`src/verilog/cgs_pkg.sv`:
```
// Purpose: Shared constants and types for the clock generator start-up block
// Assumes: sys_clk at 100 MHz; oscillators modelled as enable/ready levels
// Notes:   Software side reaches the controller over Avalon-MM

package cgs_pkg;

  // Clock rate and timing
  localparam int SYS_CLK_HZ           = 100_000_000;
  localparam int STAB_WAIT_MIN_US     = 1930;  // 1.93 ms in microseconds
  localparam int STAB_WAIT_MAX_US     = 5390;  // 5.39 ms in microseconds
  localparam int STAB_WAIT_MIN_CYC    = (STAB_WAIT_MIN_US * 100);
  localparam int STAB_WAIT_MAX_CYC    = (STAB_WAIT_MAX_US * 100);
  localparam int FAST_OSC_HZ          = 8_000_000;
  localparam int SLOW_OSC_HZ          = 240_000;
  localparam int SYNC_SETTLE_CYC      = 2;

  // Stabilization time select codes and reset value
  localparam logic [2:0] STS_RESET    = 3'h5;
  localparam logic [2:0] STS_MIN      = 3'h1;
  localparam logic [2:0] STS_MAX      = 3'h5;
  localparam logic [4:0] STAB_STATUS_RESET = 5'h00;
  localparam int STAB_CNT_W           = 17;

  // Exponents for stabilization status bits (bit4 = 2^11 .. bit0 = 2^16)
  localparam int STAB_EXP0 = 11;
  localparam int STAB_EXP1 = 13;
  localparam int STAB_EXP2 = 14;
  localparam int STAB_EXP3 = 15;
  localparam int STAB_EXP4 = 16;

  // Register offsets (byte addresses) of the controller's own map
  localparam logic [3:0] REG_CTRL     = 4'h0;
  localparam logic [3:0] REG_CPUSEL   = 4'h4;
  localparam logic [3:0] REG_STS_SEL  = 4'h8;
  localparam logic [3:0] REG_STATUS   = 4'hc;

  // Control register bit positions
  localparam int CTRL_MAIN_STOP       = 0;
  localparam int CTRL_SUB_RUN         = 1;
  localparam int CTRL_FAST_STOP       = 2;
  localparam int CTRL_SLOW_STOP       = 3;
  localparam int CTRL_SUB_PIN_MODE    = 4;
  localparam int CTRL_STOP_CMD        = 5;
  localparam int CTRL_PRESCALE_LSB    = 8;
  localparam logic [7:0] CTRL_RESET   = 8'h01;

  // CPU clock sources; the slow internal oscillator is deliberately absent
  typedef enum logic [1:0] {
    CGS_SRC_FAST = 2'h0,
    CGS_SRC_MAIN = 2'h1,
    CGS_SRC_SUB  = 2'h2
  } cgs_src_type;

  // Start-up sequence states
  typedef enum logic [2:0] {
    CGS_POR_HOLD,
    CGS_VOLT_WAIT,
    CGS_RESET_PROC,
    CGS_RUN,
    CGS_STOPPED
  } cgs_state_type;

endpackage : cgs_pkg

```
`src/verilog/cgs_link_if.sv`:
```
// Purpose: Link between the clock generator and its clock consumers
// Assumes: One system clock; enables and ready levels stand in for clocks
// Notes:   gen modport is the generator, cons modport the CPU side

`timescale 1ns/1ps

interface cgs_link_if;
  import cgs_pkg::*;
  logic        cpu_reset_n;
  logic        cpu_clk_en;
  cgs_src_type cpu_src;
  logic        periph_clk_en;
  logic [4:0]  prescale_tick;
  logic        wdt_clk_en;
  logic        tmr8_clk_en;
  logic        stop_req;
  logic        cpu_running;

  modport gen  (output cpu_reset_n, cpu_clk_en, cpu_src, periph_clk_en,
                prescale_tick, wdt_clk_en, tmr8_clk_en, cpu_running,
                input stop_req);
  modport cons (input cpu_reset_n, cpu_clk_en, cpu_src, periph_clk_en,
                prescale_tick, wdt_clk_en, tmr8_clk_en, cpu_running,
                output stop_req);
endinterface : cgs_link_if

```
`src/verilog/cgs_generator.sv`:
```
// Purpose: Clock generator start-up, source control and register slave
// Assumes: Supply and oscillator status arrive as asynchronous levels
// Notes:   Registers reached over Avalon-MM with waitrequest

`timescale 1ns/1ps

// How it works
// - Fast internal oscillator starts after reset alone
// - CPU runs on fast clock first
// - Slow oscillator never becomes CPU clock
// - Option decides if slow oscillator stops
// - Slow oscillator and watchdog start after reset
// - Prescaler divides main clock when selected
// - Reset held until supply crosses threshold
// - Voltage stabilization wait before reset processing
// - Software starts crystals, switches after stabilization
// - External clock inputs need no wait
// - Software checks status, programs stop wait
// - Unused clocks stoppable; stop halts fast, main
// - Software clears subclock pin mode when unused
// - Slow ramps need reset pin or dual mode
// - Stabilization status clears, then fills in order
// - Select register resets to five, five codes
module cgs_generator #(
  parameter int VOLT_WAIT_CYC = cgs_pkg::STAB_WAIT_MIN_CYC
) (
  // Clock and reset
  input  wire logic        sys_clk,
  input  wire logic        rst,
  // Supply and option inputs
  input  wire logic        supply_ok,
  input  wire logic        supply_fast_ramp,
  input  wire logic        poc_threshold_option,
  input  wire logic        slow_osc_stoppable,
  // Oscillator status inputs
  input  wire logic        main_osc_tick,
  input  wire logic        main_ext_clock_sel,
  input  wire logic        sub_osc_ready,
  // Oscillator enables
  output logic             fast_osc_en,
  output logic             slow_osc_en,
  output logic             main_osc_en,
  output logic             sub_osc_en,
  output logic             subclock_pin_mode_select,
  // Avalon-MM slave
  input  wire logic [3:0]  avs_address,
  input  wire logic        avs_read,
  input  wire logic        avs_write,
  input  wire logic [31:0] avs_writedata,
  output logic [31:0]      avs_readdata,
  output logic             avs_waitrequest,
  // Link to consumers
  cgs_link_if.gen          link
);
  import cgs_pkg::*;

  cgs_state_type state;
  logic [1:0]  supply_sync, ramp_sync, sub_sync, ext_sync, tick_sync;
  logic        tick_d;
  logic [22:0] wait_cnt;
  logic [7:0]  ctrl;
  logic [2:0]  stab_time_select;
  cgs_src_type req_src;
  logic [1:0]  switch_cnt;
  logic [4:0]  stab_status;
  logic        stab_done;
  logic        stab_clear;
  logic        bus_ack;
  logic [7:0]  presc;
  logic        main_ready;

  // Two-flop synchronisers for pins
  always_ff @(posedge sys_clk) begin
    if (rst) begin
      supply_sync <= 2'h0;
      ramp_sync   <= 2'h0;
      sub_sync    <= 2'h0;
      ext_sync    <= 2'h0;
      tick_sync   <= 2'h0;
      tick_d      <= 1'b0;
    end else begin
      supply_sync <= {supply_sync[0], supply_ok};
      ramp_sync   <= {ramp_sync[0], supply_fast_ramp};
      sub_sync    <= {sub_sync[0], sub_osc_ready};
      ext_sync    <= {ext_sync[0], main_ext_clock_sel};
      tick_sync   <= {tick_sync[0], main_osc_tick};
      tick_d      <= tick_sync[1];
    end
  end

  // Start-up sequence
  always_ff @(posedge sys_clk) begin
    if (rst) begin
      state    <= CGS_POR_HOLD;
      wait_cnt <= '0;
    end else begin
      case (state)
        CGS_POR_HOLD: begin
          wait_cnt <= '0;
          if (supply_sync[1]) state <= CGS_VOLT_WAIT;
        end
        CGS_VOLT_WAIT: begin
          wait_cnt <= wait_cnt + 1'b1;
          if (!supply_sync[1]) state <= CGS_POR_HOLD;
          else if (ramp_sync[1] ||
                   wait_cnt >= 23'(VOLT_WAIT_CYC - 1))
            state <= CGS_RESET_PROC;
        end
        CGS_RESET_PROC: state <= CGS_RUN;
        CGS_RUN: begin
          if (!supply_sync[1]) state <= CGS_POR_HOLD;
          else if (link.stop_req) state <= CGS_STOPPED;
        end
        CGS_STOPPED: begin
          if (!supply_sync[1]) state <= CGS_POR_HOLD;
          else if (!link.stop_req) state <= CGS_RUN;
        end
        default: state <= CGS_POR_HOLD;
      endcase
    end
  end

  assign main_ready = ext_sync[1] || stab_done;

  // Control registers written over the bus
  always_ff @(posedge sys_clk) begin
    if (rst || state == CGS_POR_HOLD) begin
      ctrl             <= CTRL_RESET;
      stab_time_select <= STS_RESET;
      req_src          <= CGS_SRC_FAST;
    end else if (avs_write && bus_ack) begin
      case (avs_address)
        REG_CTRL: begin
          ctrl <= avs_writedata[7:0];
          if (!slow_osc_stoppable) ctrl[CTRL_SLOW_STOP] <= 1'b0;
        end
        REG_CPUSEL: begin
          if (avs_writedata[1:0] == 2'h1 ||
              avs_writedata[1:0] == 2'h2 || avs_writedata[1:0] == 2'h0)
            req_src <= cgs_src_type'(avs_writedata[1:0]);
        end
        REG_STS_SEL: begin
          if (avs_writedata[2:0] >= STS_MIN &&
              avs_writedata[2:0] <= STS_MAX)
            stab_time_select <= avs_writedata[2:0];
        end
        default: ;
      endcase
    end
  end

  // One-cycle wait then acknowledge
  always_ff @(posedge sys_clk) begin
    if (rst) begin
      bus_ack      <= 1'b0;
      avs_readdata <= 32'h0;
    end else begin
      bus_ack <= (avs_read || avs_write) && !bus_ack;
      case (avs_address)
        REG_CTRL:    avs_readdata <= {24'h0, ctrl};
        REG_CPUSEL:  avs_readdata <= {24'h0, 3'h0, state == CGS_RUN,
                                      link.cpu_src, req_src};
        REG_STS_SEL: avs_readdata <= {29'h0, stab_time_select};
        REG_STATUS:  avs_readdata <= {24'h0, sub_sync[1], main_ready,
                                      1'b0, stab_status};
        default:     avs_readdata <= 32'h0;
      endcase
    end
  end
  assign avs_waitrequest = (avs_read || avs_write) && !bus_ack;

  assign stab_clear = (state != CGS_RUN) || ctrl[CTRL_MAIN_STOP];

  cgs_stab_counter u_stab (
    .sys_clk   (sys_clk),
    .rst       (rst),
    .clear     (stab_clear),
    .main_tick (tick_sync[1] && !tick_d),
    .select    (stab_time_select),
    .status    (stab_status),
    .done      (stab_done)
  );

  // Oscillator enables
  always_ff @(posedge sys_clk) begin
    if (rst) begin
      fast_osc_en <= 1'b0;
      slow_osc_en <= 1'b0;
      main_osc_en <= 1'b0;
      sub_osc_en  <= 1'b0;
      subclock_pin_mode_select <= 1'b0;
    end else begin
      // Fast runs from release unless stopped or software stops it unused
      fast_osc_en <= (state == CGS_VOLT_WAIT || state == CGS_RESET_PROC ||
                      (state == CGS_RUN && (!ctrl[CTRL_FAST_STOP] ||
                       link.cpu_src == CGS_SRC_FAST)));
      slow_osc_en <= (state != CGS_POR_HOLD) &&
                     !(slow_osc_stoppable && ctrl[CTRL_SLOW_STOP]);
      main_osc_en <= (state == CGS_RUN) && (!ctrl[CTRL_MAIN_STOP] ||
                      link.cpu_src == CGS_SRC_MAIN);
      sub_osc_en  <= (state != CGS_POR_HOLD) && (ctrl[CTRL_SUB_RUN] ||
                      link.cpu_src == CGS_SRC_SUB);
      subclock_pin_mode_select <= ctrl[CTRL_SUB_PIN_MODE];
    end
  end

  // Glitch-free switch: gate clock two cycles, then change source
  always_ff @(posedge sys_clk) begin
    if (rst) begin
      link.cpu_src    <= CGS_SRC_FAST;
      link.cpu_clk_en <= 1'b0;
      switch_cnt      <= 2'h0;
    end else if (state != CGS_RUN) begin
      // Gate first, fall back to fast only once the gate is shut
      link.cpu_clk_en <= 1'b0;
      switch_cnt      <= 2'h0;
      if (!link.cpu_clk_en) link.cpu_src <= CGS_SRC_FAST;
    end else if (req_src != link.cpu_src &&
                 ((req_src == CGS_SRC_MAIN && main_ready) ||
                  (req_src == CGS_SRC_SUB && sub_sync[1]) ||
                  req_src == CGS_SRC_FAST)) begin
      link.cpu_clk_en <= 1'b0;
      switch_cnt      <= switch_cnt + 1'b1;
      if (switch_cnt == 2'(SYNC_SETTLE_CYC)) begin
        link.cpu_src <= req_src;
        switch_cnt   <= 2'h0;
      end
    end else begin
      link.cpu_clk_en <= 1'b1;
      switch_cnt      <= 2'h0;
    end
  end

  // Prescaler on main system clock
  always_ff @(posedge sys_clk) begin
    if (rst || link.cpu_src != CGS_SRC_MAIN) begin
      presc              <= 8'h0;
      link.prescale_tick <= 5'h0;
    end else begin
      presc              <= presc + 1'b1;
      link.prescale_tick <= {presc[4:0] == 5'h1f, presc[3:0] == 4'hf,
                             presc[2:0] == 3'h7, presc[1:0] == 2'h3,
                             presc[0]};
    end
  end

  // Reset and clock enables toward consumers
  always_ff @(posedge sys_clk) begin
    if (rst) begin
      link.cpu_reset_n   <= 1'b0;
      link.periph_clk_en <= 1'b0;
      link.wdt_clk_en    <= 1'b0;
      link.tmr8_clk_en   <= 1'b0;
      link.cpu_running   <= 1'b0;
    end else begin
      link.cpu_reset_n   <= (state == CGS_RUN || state == CGS_STOPPED);
      link.periph_clk_en <= (state == CGS_RUN);
      link.wdt_clk_en    <= slow_osc_en;
      link.tmr8_clk_en   <= slow_osc_en;
      link.cpu_running   <= (state == CGS_RUN) && link.cpu_clk_en;
    end
  end

endmodule : cgs_generator

```
`src/verilog/cgs_stab_counter.sv`:
```
// Purpose: Main oscillator stabilization counter and status bits
// Assumes: main_tick pulses once per main oscillator cycle, same clock
// Notes:   Status bits fill from the 2^11 bit and stay set

`timescale 1ns/1ps

module cgs_stab_counter (
  // Clock and reset
  input  wire logic       sys_clk,
  input  wire logic       rst,
  // Control
  input  wire logic       clear,
  input  wire logic       main_tick,
  input  wire logic [2:0] select,
  // Status
  output logic [4:0]      status,
  output logic            done
);
  import cgs_pkg::*;

  logic [STAB_CNT_W-1:0] count;
  logic [4:0]            next_status;
  logic [2:0]            limit_bits;

  // Count main oscillator cycles, restart on clear
  always_ff @(posedge sys_clk) begin
    if (rst || clear) begin
      count <= '0;
    end else if (main_tick && !count[STAB_CNT_W-1]) begin
      count <= count + 1'b1;
    end
  end

  // Number of status bits allowed by the select code
  always_comb begin
    case (select)
      3'h1:    limit_bits = 3'h1;
      3'h2:    limit_bits = 3'h2;
      3'h3:    limit_bits = 3'h3;
      3'h4:    limit_bits = 3'h4;
      default: limit_bits = 3'h5;
    endcase
  end

  // Per-bit threshold compare, bit 4 is the shortest wait
  localparam int EXPS [5] = '{STAB_EXP4, STAB_EXP3, STAB_EXP2,
                              STAB_EXP1, STAB_EXP0};
  genvar gi;
  generate
    for (gi = 0; gi < 5; gi++) begin : g_bit
      assign next_status[gi] = status[gi] ||
        ((count >= (STAB_CNT_W'(1) << EXPS[gi])) &&
         ((3'(4 - gi)) < limit_bits));
    end
  endgenerate

  // Sticky status, cleared by reset, stop or main stop
  always_ff @(posedge sys_clk) begin
    if (rst || clear) begin
      status <= STAB_STATUS_RESET;
      done   <= 1'b0;
    end else begin
      status <= next_status;
      done   <= next_status[3'(5) - limit_bits];
    end
  end

endmodule : cgs_stab_counter

```
`src/flat_wrapper.sv`:
```
// flat-port wrapper written by rule: the top's interface ports become plain ports
module cgs_generator_flat import cgs_pkg::*;
#(
  parameter int VOLT_WAIT_CYC = cgs_pkg::STAB_WAIT_MIN_CYC
)
  (sys_clk, rst, supply_ok, supply_fast_ramp, poc_threshold_option, slow_osc_stoppable, main_osc_tick, main_ext_clock_sel, sub_osc_ready, fast_osc_en, slow_osc_en, main_osc_en, sub_osc_en, subclock_pin_mode_select, avs_address, avs_read, avs_write, avs_writedata, avs_readdata, avs_waitrequest, link_cpu_reset_n, link_cpu_clk_en, link_cpu_src, link_periph_clk_en, link_prescale_tick, link_wdt_clk_en, link_tmr8_clk_en, link_cpu_running, link_stop_req);
  cgs_link_if link_i ();
  input  wire logic sys_clk;
  input  wire logic rst;
  input  wire logic supply_ok;
  input  wire logic supply_fast_ramp;
  input  wire logic poc_threshold_option;
  input  wire logic slow_osc_stoppable;
  input  wire logic main_osc_tick;
  input  wire logic main_ext_clock_sel;
  input  wire logic sub_osc_ready;
  output logic fast_osc_en;
  output logic slow_osc_en;
  output logic main_osc_en;
  output logic sub_osc_en;
  output logic subclock_pin_mode_select;
  input  wire logic [3:0] avs_address;
  input  wire logic avs_read;
  input  wire logic avs_write;
  input  wire logic [31:0] avs_writedata;
  output logic [31:0] avs_readdata;
  output logic avs_waitrequest;
  output wire logic [$bits(link_i.cpu_reset_n)-1:0] link_cpu_reset_n;
  output wire logic [$bits(link_i.cpu_clk_en)-1:0] link_cpu_clk_en;
  output wire logic [$bits(link_i.cpu_src)-1:0] link_cpu_src;
  output wire logic [$bits(link_i.periph_clk_en)-1:0] link_periph_clk_en;
  output wire logic [$bits(link_i.prescale_tick)-1:0] link_prescale_tick;
  output wire logic [$bits(link_i.wdt_clk_en)-1:0] link_wdt_clk_en;
  output wire logic [$bits(link_i.tmr8_clk_en)-1:0] link_tmr8_clk_en;
  output wire logic [$bits(link_i.cpu_running)-1:0] link_cpu_running;
  input wire logic [$bits(link_i.stop_req)-1:0] link_stop_req;
  assign link_cpu_reset_n = link_i.cpu_reset_n;
  assign link_cpu_clk_en = link_i.cpu_clk_en;
  assign link_cpu_src = link_i.cpu_src;
  assign link_periph_clk_en = link_i.periph_clk_en;
  assign link_prescale_tick = link_i.prescale_tick;
  assign link_wdt_clk_en = link_i.wdt_clk_en;
  assign link_tmr8_clk_en = link_i.tmr8_clk_en;
  assign link_cpu_running = link_i.cpu_running;
  assign link_i.stop_req = link_stop_req;
  cgs_generator #(.VOLT_WAIT_CYC(VOLT_WAIT_CYC)) u_core (.sys_clk(sys_clk), .rst(rst), .supply_ok(supply_ok), .supply_fast_ramp(supply_fast_ramp), .poc_threshold_option(poc_threshold_option), .slow_osc_stoppable(slow_osc_stoppable), .main_osc_tick(main_osc_tick), .main_ext_clock_sel(main_ext_clock_sel), .sub_osc_ready(sub_osc_ready), .fast_osc_en(fast_osc_en), .slow_osc_en(slow_osc_en), .main_osc_en(main_osc_en), .sub_osc_en(sub_osc_en), .subclock_pin_mode_select(subclock_pin_mode_select), .avs_address(avs_address), .avs_read(avs_read), .avs_write(avs_write), .avs_writedata(avs_writedata), .avs_readdata(avs_readdata), .avs_waitrequest(avs_waitrequest), .link(link_i));
endmodule
```
`config.mk`:
```
export PLATFORM = sky130hd
export DESIGN_NAME = cgs_generator_flat
export DESIGN_NICKNAME = d
export VERILOG_FILES = /design/src/verilog/cgs_pkg.sv /design/src/verilog/cgs_link_if.sv /design/src/verilog/cgs_generator.sv /design/src/verilog/cgs_stab_counter.sv /design/src/flat_wrapper.sv
export SDC_FILE = /design/constraint.sdc
export NUM_CORES = 1
export LEC_CHECK = 0
export BUFFER_PORTS_ARGS = -buffer_cell sky130_fd_sc_hd__buf_2
export CAP_MARGIN = 20
export CORE_MARGIN = 2
export CORE_UTILIZATION = 50
export DETAILED_ROUTE_END_ITERATION = 7
export PLACE_DENSITY_LB_ADDON = 0.1
export SKIP_LAST_GASP = 1
export SYNTH_ARGS = -nofsm -noshare
export SYNTH_HDL_FRONTEND = slang
export SYNTH_HIERARCHICAL = 1
export SYNTH_SLANG_ARGS = --single-unit
```
`constraint.sdc`:
```
create_clock -name sys_clk -period 1.7 [get_ports sys_clk]
set_input_delay 0.425 -clock sys_clk [delete_from_list [all_inputs] [get_ports sys_clk]]
set_output_delay 0.425 -clock sys_clk [all_outputs]
set_load 0.01 [all_outputs]
```
After elaboration in Yosys (flattened, before gate mapping). Index checks and enable logic that the tools add are counted.

Add/sub/neg operators: 5. Magnitude comparators: 14. Equal/unequal tests: 30. Muxes and demuxes: 19. Bitwise gates (word level): 1. Reduce and logical (&&, ||, !) cells: 63.

Operator list (count): 23-bit case mux with 2 select lines (1); 8-bit case mux with 4 select lines (1); 23-bit by 1-bit adder with 23-bit output (second input constant) (1); 23-bit by 18-bit >= comparator with 1-bit output (second input constant) (1); 1-bit logical OR (22); 3-bit 2-to-1 mux (7); 1-bit logical AND (19); 17-bit by 1-bit adder with 17-bit output (second input constant) (1); 17-bit by 12-bit >= comparator with 1-bit output (second input constant) (1); 17-bit by 14-bit >= comparator with 1-bit output (second input constant) (1); 17-bit by 15-bit >= comparator with 1-bit output (second input constant) (1); 17-bit by 16-bit >= comparator with 1-bit output (second input constant) (1); 17-bit >= comparator (second input constant) (1); 3-bit case mux with 5 select lines (1); 3-bit by 2-bit == test with 1-bit output (second input constant) (4); 4-bit == test (second input constant) (3); 3-bit case mux with 4 select lines (1); 2-bit == test (second input constant) (5); 3-bit == test (second input constant) (3); 3-bit != test (second input constant) (3); 3-bit AND reduction (3); 8-bit by 1-bit adder with 8-bit output (second input constant) (1); 2-bit 2-to-1 mux (4); 2-bit by 1-bit == test with 1-bit output (second input constant) (3); 28 further kinds (43).

Flip-flop bits (word level): 133. Input bits: 48. Output and inout bits: 51. Word-level logic and storage cells: 162.

Longest topological paths before layout.
Depth after elaboration: 7. Gate-level depth with buffers: 7. Depth with buffers taken out: 7.

By module. The synthesis kept the hierarchy.

By module, submodules not included: cgs_generator (instances 1, cells each 419, area an instance 3733.6 µm², sequential area each 1661.6 µm²); cgs_stab_counter (instances 1, cells each 138, area an instance 1142.3 µm², sequential area each 460.4 µm²).

Worst setup path after synthesis. Ideal clock, no wire load.

Kind: register -> register. From: register u_core.stab_time_select[2]. To: register u_core.u_stab.done. Setup time: 0.122 ns. Arrival: 1.643 ns. Data required time: 1.578 ns. Slack: -0.065 ns. Cell stages (with the launch flop): 8. Buffers on the path: 1. Clock period less this slack: 1.765 ns. Cell sequence: dfxtp_1 > buf_2 > nand2b_1 > ha_1 > inv_1 > o41ai_1 > a21oi_1 > a221o_1.

Word-level cells in the longest chain between the ends: 7. Elaborated cells between the ends (all ways): 23. Classes of those cells: 1 x add/sub; 5 x order compare; 4 x eq/ne; 3 x mux; 10 x reduce/logical.

Ends and longest elaborated chain: from (decl) (RTL line cgs_generator.sv:62) `logic [2:0] stab_time_select;`; from (signal assigned) (RTL line cgs_generator.sv:145) `stab_time_select <= avs_writedata[2:0];`; 3-bit == test, or another cell as far along (RTL line cgs_stab_counter.sv:36) `case (select)`; 3-bit case mux with 4 select lines * (RTL line cgs_stab_counter.sv:36); 3-bit less-than comparator, or another cell as far along (RTL line cgs_stab_counter.sv:53) `((3'(4 - gi)) < limit_bits));`; 1-bit logical AND (RTL line cgs_stab_counter.sv:52) `((count >= (STAB_CNT_W'(1) << EXPS[gi])) &&`; 1-bit logical OR (RTL line cgs_stab_counter.sv:51) `assign next_status[gi] = status[gi] ||`; 1-bit binary-select mux with 3-bit select * (RTL line cgs_stab_counter.sv:64) `done <= next_status[3'(5) - limit_bits];`; 1-bit 2-to-1 mux (not written as such) * (RTL line cgs_stab_counter.sv:64); to (signal assigned) (RTL line cgs_stab_counter.sv:64); to (decl) (RTL line cgs_stab_counter.sv:17) `output logic done`.

Every way passes the cells marked *; elsewhere a longest branch is shown, timed or not. The select of a mux whose other input is x is not followed. A chain may end at the register's enable or synchronous reset.

Final worst setup path.
From: register u_core.stab_time_select[1]. To: register u_core.u_stab.done.

The elaborated chain is that of the path after synthesis.

==> flow_summary.toml <==
[run_status]
run_status = "finished, violations left"
violations = "negative setup slack"

[power_and_ir_drop]
p_switching_mw = 0.941
power.leakage_nw = 2.25
swShare_pct = 22.2
power.density_mw_per_mm2 = 731
internal_power_mw = 3.30
ir_drop_v = 0.000616
comb_power_share_pct = 4.9
power_frac_seq_pct = 59.2
clkPwrFrac_pct = 35.9

[grt]
grt_pass1_wl_mm = 16.9
grt_usage_pct = 20.2
grt_pass1_vias = 3636
grt-ovfl-total = 0
antenna_found_initial = 0
grt_start_max_net_pins = 22

[worst_setup_path]
rrSetupSlack_ns = -0.03
cp-end-kind = "flip-flop"
path_buf_inv = 1
timing.rr.end = "u_core/u_stab/done$_SDFF_PP0_"
crit_chain = "nor2_2 -> nor2_2 -> ha_4 -> inv_2 -> o41ai_4 -> a21oi_2 -> a221o_1"
slowest_delay_ns = 0.37
crit_type = "flip-flop to flip-flop"
arrival_ns = 1.98
crit_fanout = 3
critical_path.startpoint_type = "flip-flop"
crit_family = "compound AO/OA/AOI/OAI gates"
cp_common_cell = "nor2_2"
rr_startpoint = "u_core/stab_time_select[1]$_SDFFE_PP0P_"
crit_slowest_cell = "dfxtp_4"
required_ns = 1.95
ff2ff_path_depth = 7
crit_cells = 7

[place]
portBuffers = 49
placed_cells = 763
dp_hpwl_mm = 7.74
gp_congestion = 0.843

[cts]
clk_latency_ns = 0.37
clock-sinks = 106
clock_path_buffers = 2
cts_root_buf = "clkbuf_8"
htreeDepth = 3
path_clk_slew_ns = 0.09
cts_buffers = 9
cts_tree = "yes"

[detailed_routing]
vias_per_cell = 5.23
drt_wl_total_mm = 10.6
drc_errors = 0
wl_per_cell_microns = 13.5
vias = 4092
first_iter_violations = 245
detail-route-antenna-nets = 0
firstDrtPassIters = 4

[synth]
ys_types = 64
yosysMostFrequentCell = "dfxtp_1"
ys.flop_type = "dfxtp_1"
synth_warnings = 6
synth_seq_cells = 106
synth_largest_area_cell = "dfxtp_1"
seq_area_frac_synth_pct = 43.5
netlist.area_leader.share_pct = 43.5
ys_top_cells_by_area = "dfxtp_1, a21oi_1, buf_4, nand2_1, nor2_1"
synthCells = 557
synth_common_cells = "dfxtp_1, nand2_1, nor2_1, a21oi_1, buf_4"
synth_edf_count = 0
syn_area_sq_mm = 0.00488
synth.avg_cell_area_sq_um = 8.75
synth-async-reset-ratio_pct = 0

[final_layout]
num-nets-final = 702
final_util_pct = 60.2
diodes = 0
multiInputGateArea_sq_mm = 0.00258
seq_area_sq_mm = 0.00214
stdcell_count = 783
fill_cells = 893
area_growth_pct = 18.9
drive_above_1_share_pct = 25.5

[min_path]
min_to = "u_core/slow_osc_en$_SDFF_PP0_"
hold_path_startpoint = "slow_osc_stoppable"
hold_path.class = "input port to flip-flop"
holdPathStages = 2

[timing]
fin_skew_ns = 0.0127
slew_viol_final = 0
slew_headroom_pct = 60.0
finalHoldViolCount = 0
setup_viol = 1
worst_pin_slew_ns = 0.598
rsz0062_at_grt = "true"
max_freq_mhz = 578
period_minus_slack_ns = 1.73
timing.final.crit_share_pct = 102
setup_slack_ns = -0.0287
fin_hold_ws_ns = 0.249

[floorplanning]
die_w_microns = 103
fp.dieArea_sq_mm = 0.0106
coreArea_sq_mm = 0.00964
rows = 36
io_pins = 99
initial_core_util_pct = 50.6
die_h_microns = 103

[run]
drv_cap = 0
==> metal layers <==
| layer | vias to the layer above | global-route usage, % | part of all wire [%] |
|---|---|---|---|
| li1 | 2091 | - | - |
| met1 | 1895 | 28.4 | 48 |
| met2 | 92 | 31.2 | 46 |
| met3 | 14 | 4.54 | 4.3 |
| met4 | 0 | 5.77 | 1.3 |
| met5 | - | 0 | 0 |
==> final cells by class <==
type | count | area share, %
sequential | 106 | 36.9
multi-input combinational | 409 | 44.5
tap | 133 | 2.87
inverter | 16 | 1.04
timing repair buffer | 104 | 11.6
clock buffer | 13 | 2.57
clock inverter | 2 | 0.647
==> registers in the layout, indices dropped and copies added, names as in the netlist, 3 cells and up <==
signal,count
u_core/u_stab/status,5
u_core/state,3
u_core/ctrl,8
u_core/presc,5
u_core/stab_time_select,3
u_core/u_stab/count,17
u_core/wait_cnt,23
u_core/link.prescale_tick,5
u_core/avs_readdata,8
==> stage by stage <==
| step | TNS (ns) | setup slack [ns] | power [mW] | cell area, sq um |
|---|---|---|---|---|
| 2_1_floorplan | 0 | 0.00500 | 2.72 | 4970 |
| 3_3_place_gp | -0.0181 | -0.00996 | 2.77 | 5480 |
| 3_5_place_dp | -0.168 | -0.0546 | 2.77 | 5480 |
| 4_1_cts | -0.0192 | -0.0192 | 4.29 | 5680 |
| 5_1_grt | -0.0978 | -0.0825 | 4.42 | 5800 |
| 6_report | -0.0287 | -0.0287 | 4.24 | 5800 |
==> power by group through the flow <==
stage | combinational (mW) | sequential [mW] | clock (mW)
6_report | 0.209 | 2.51 | 1.52
5_1_grt | 0.233 | 2.51 | 1.68
4_1_cts | 0.208 | 2.51 | 1.58
3_5_place_dp | 0.206 | 2.57 | 0
3_3_place_gp | 0.203 | 2.57 | 0
2_1_floorplan | 0.157 | 2.57 | 0
==> worst max path at each step <==
| stage | from | to | slack, ns |
|---|---|---|---|
| global route | u_core/stab_time_select[1]$_SDFFE_PP0P_ | u_core/u_stab/done$_SDFF_PP0_ | -0.08 |
| floorplan | u_core/tick_sync[1]$_SDFF_PP0_ | u_core/u_stab/count[15]$_SDFFE_PP0P_ | 0.005 |
| detailed placement | u_core/tick_sync[1]$_SDFF_PP0_ | u_core/u_stab/count[15]$_SDFFE_PP0P_ | -0.05 |
| CTS | u_core/stab_time_select[1]$_SDFFE_PP0P_ | u_core/u_stab/done$_SDFF_PP0_ | -0.02 |
| finish | u_core/stab_time_select[1]$_SDFFE_PP0P_ | u_core/u_stab/done$_SDFF_PP0_ | -0.03 |
| global placement | u_core/tick_sync[1]$_SDFF_PP0_ | u_core/u_stab/count[13]$_SDFFE_PP0P_ | -0.01 |
==> repair_timing <==
item / CTS / global route
gates resized for setup: 4 / 26
setup endpoints to repair: 5 / 20
pin swaps: 0 / 6
hold buffers: 0 / 0
setup buffers: 0 / 5
==> placed cells by master (no fill, tap or decap), drive strengths merged, types with 2 or more instances in the layout <==
cell type / synthesis / layout
o21a: 2 / 2
inv: 16 / 16
or4: 5 / 5
nand4b: 2 / 2
conb: 1 / 24
a211oi: 2 / 2
clkbuf: 18 / 13
nor4b: 4 / 4
a22oi: 11 / 11
and2: 15 / 15
or2: 10 / 10
nor2: 45 / 45
nor3: 17 / 17
o31ai: 6 / 6
mux2i: 8 / 8
a21oi: 41 / 41
and4: 5 / 5
or3: 11 / 11
nand3b: 4 / 4
ha: 8 / 8
mux2: 6 / 6
nor4: 6 / 6
nand2b: 10 / 10
xnor2: 5 / 5
xor2: 7 / 7
o22ai: 2 / 2
and3: 6 / 6
nor3b: 7 / 7
o41ai: 5 / 5
nand4: 11 / 11
nand3: 19 / 19
buf: 31 / 104
o21ai: 13 / 13
a31oi: 2 / 2
nand2: 52 / 52
dfxtp: 106 / 106
nor2b: 19 / 19
o211ai: 6 / 6
==> cell families (layout without fill, tap and decap cells) <==
| group | Yosys count | in the layout | synth area share, % |
|---|---|---|---|
| flip-flops | 106 | 106 | 43.5 |
| multiplexers | 14 | 14 | 3.03 |
| AND/OR/NAND/NOR | 253 | 253 | 29.1 |
| other | 1 | 24 | 0.0769 |
| adder cells (fa/ha/maj) | 8 | 8 | 2.05 |
| XOR/XNOR | 12 | 12 | 2.16 |
| AO/OA/AOI/OAI | 98 | 98 | 12.8 |
| buffers and inverters | 65 | 135 | 7.26 |
No activity file was read; power rests on OpenSTA's default activity.
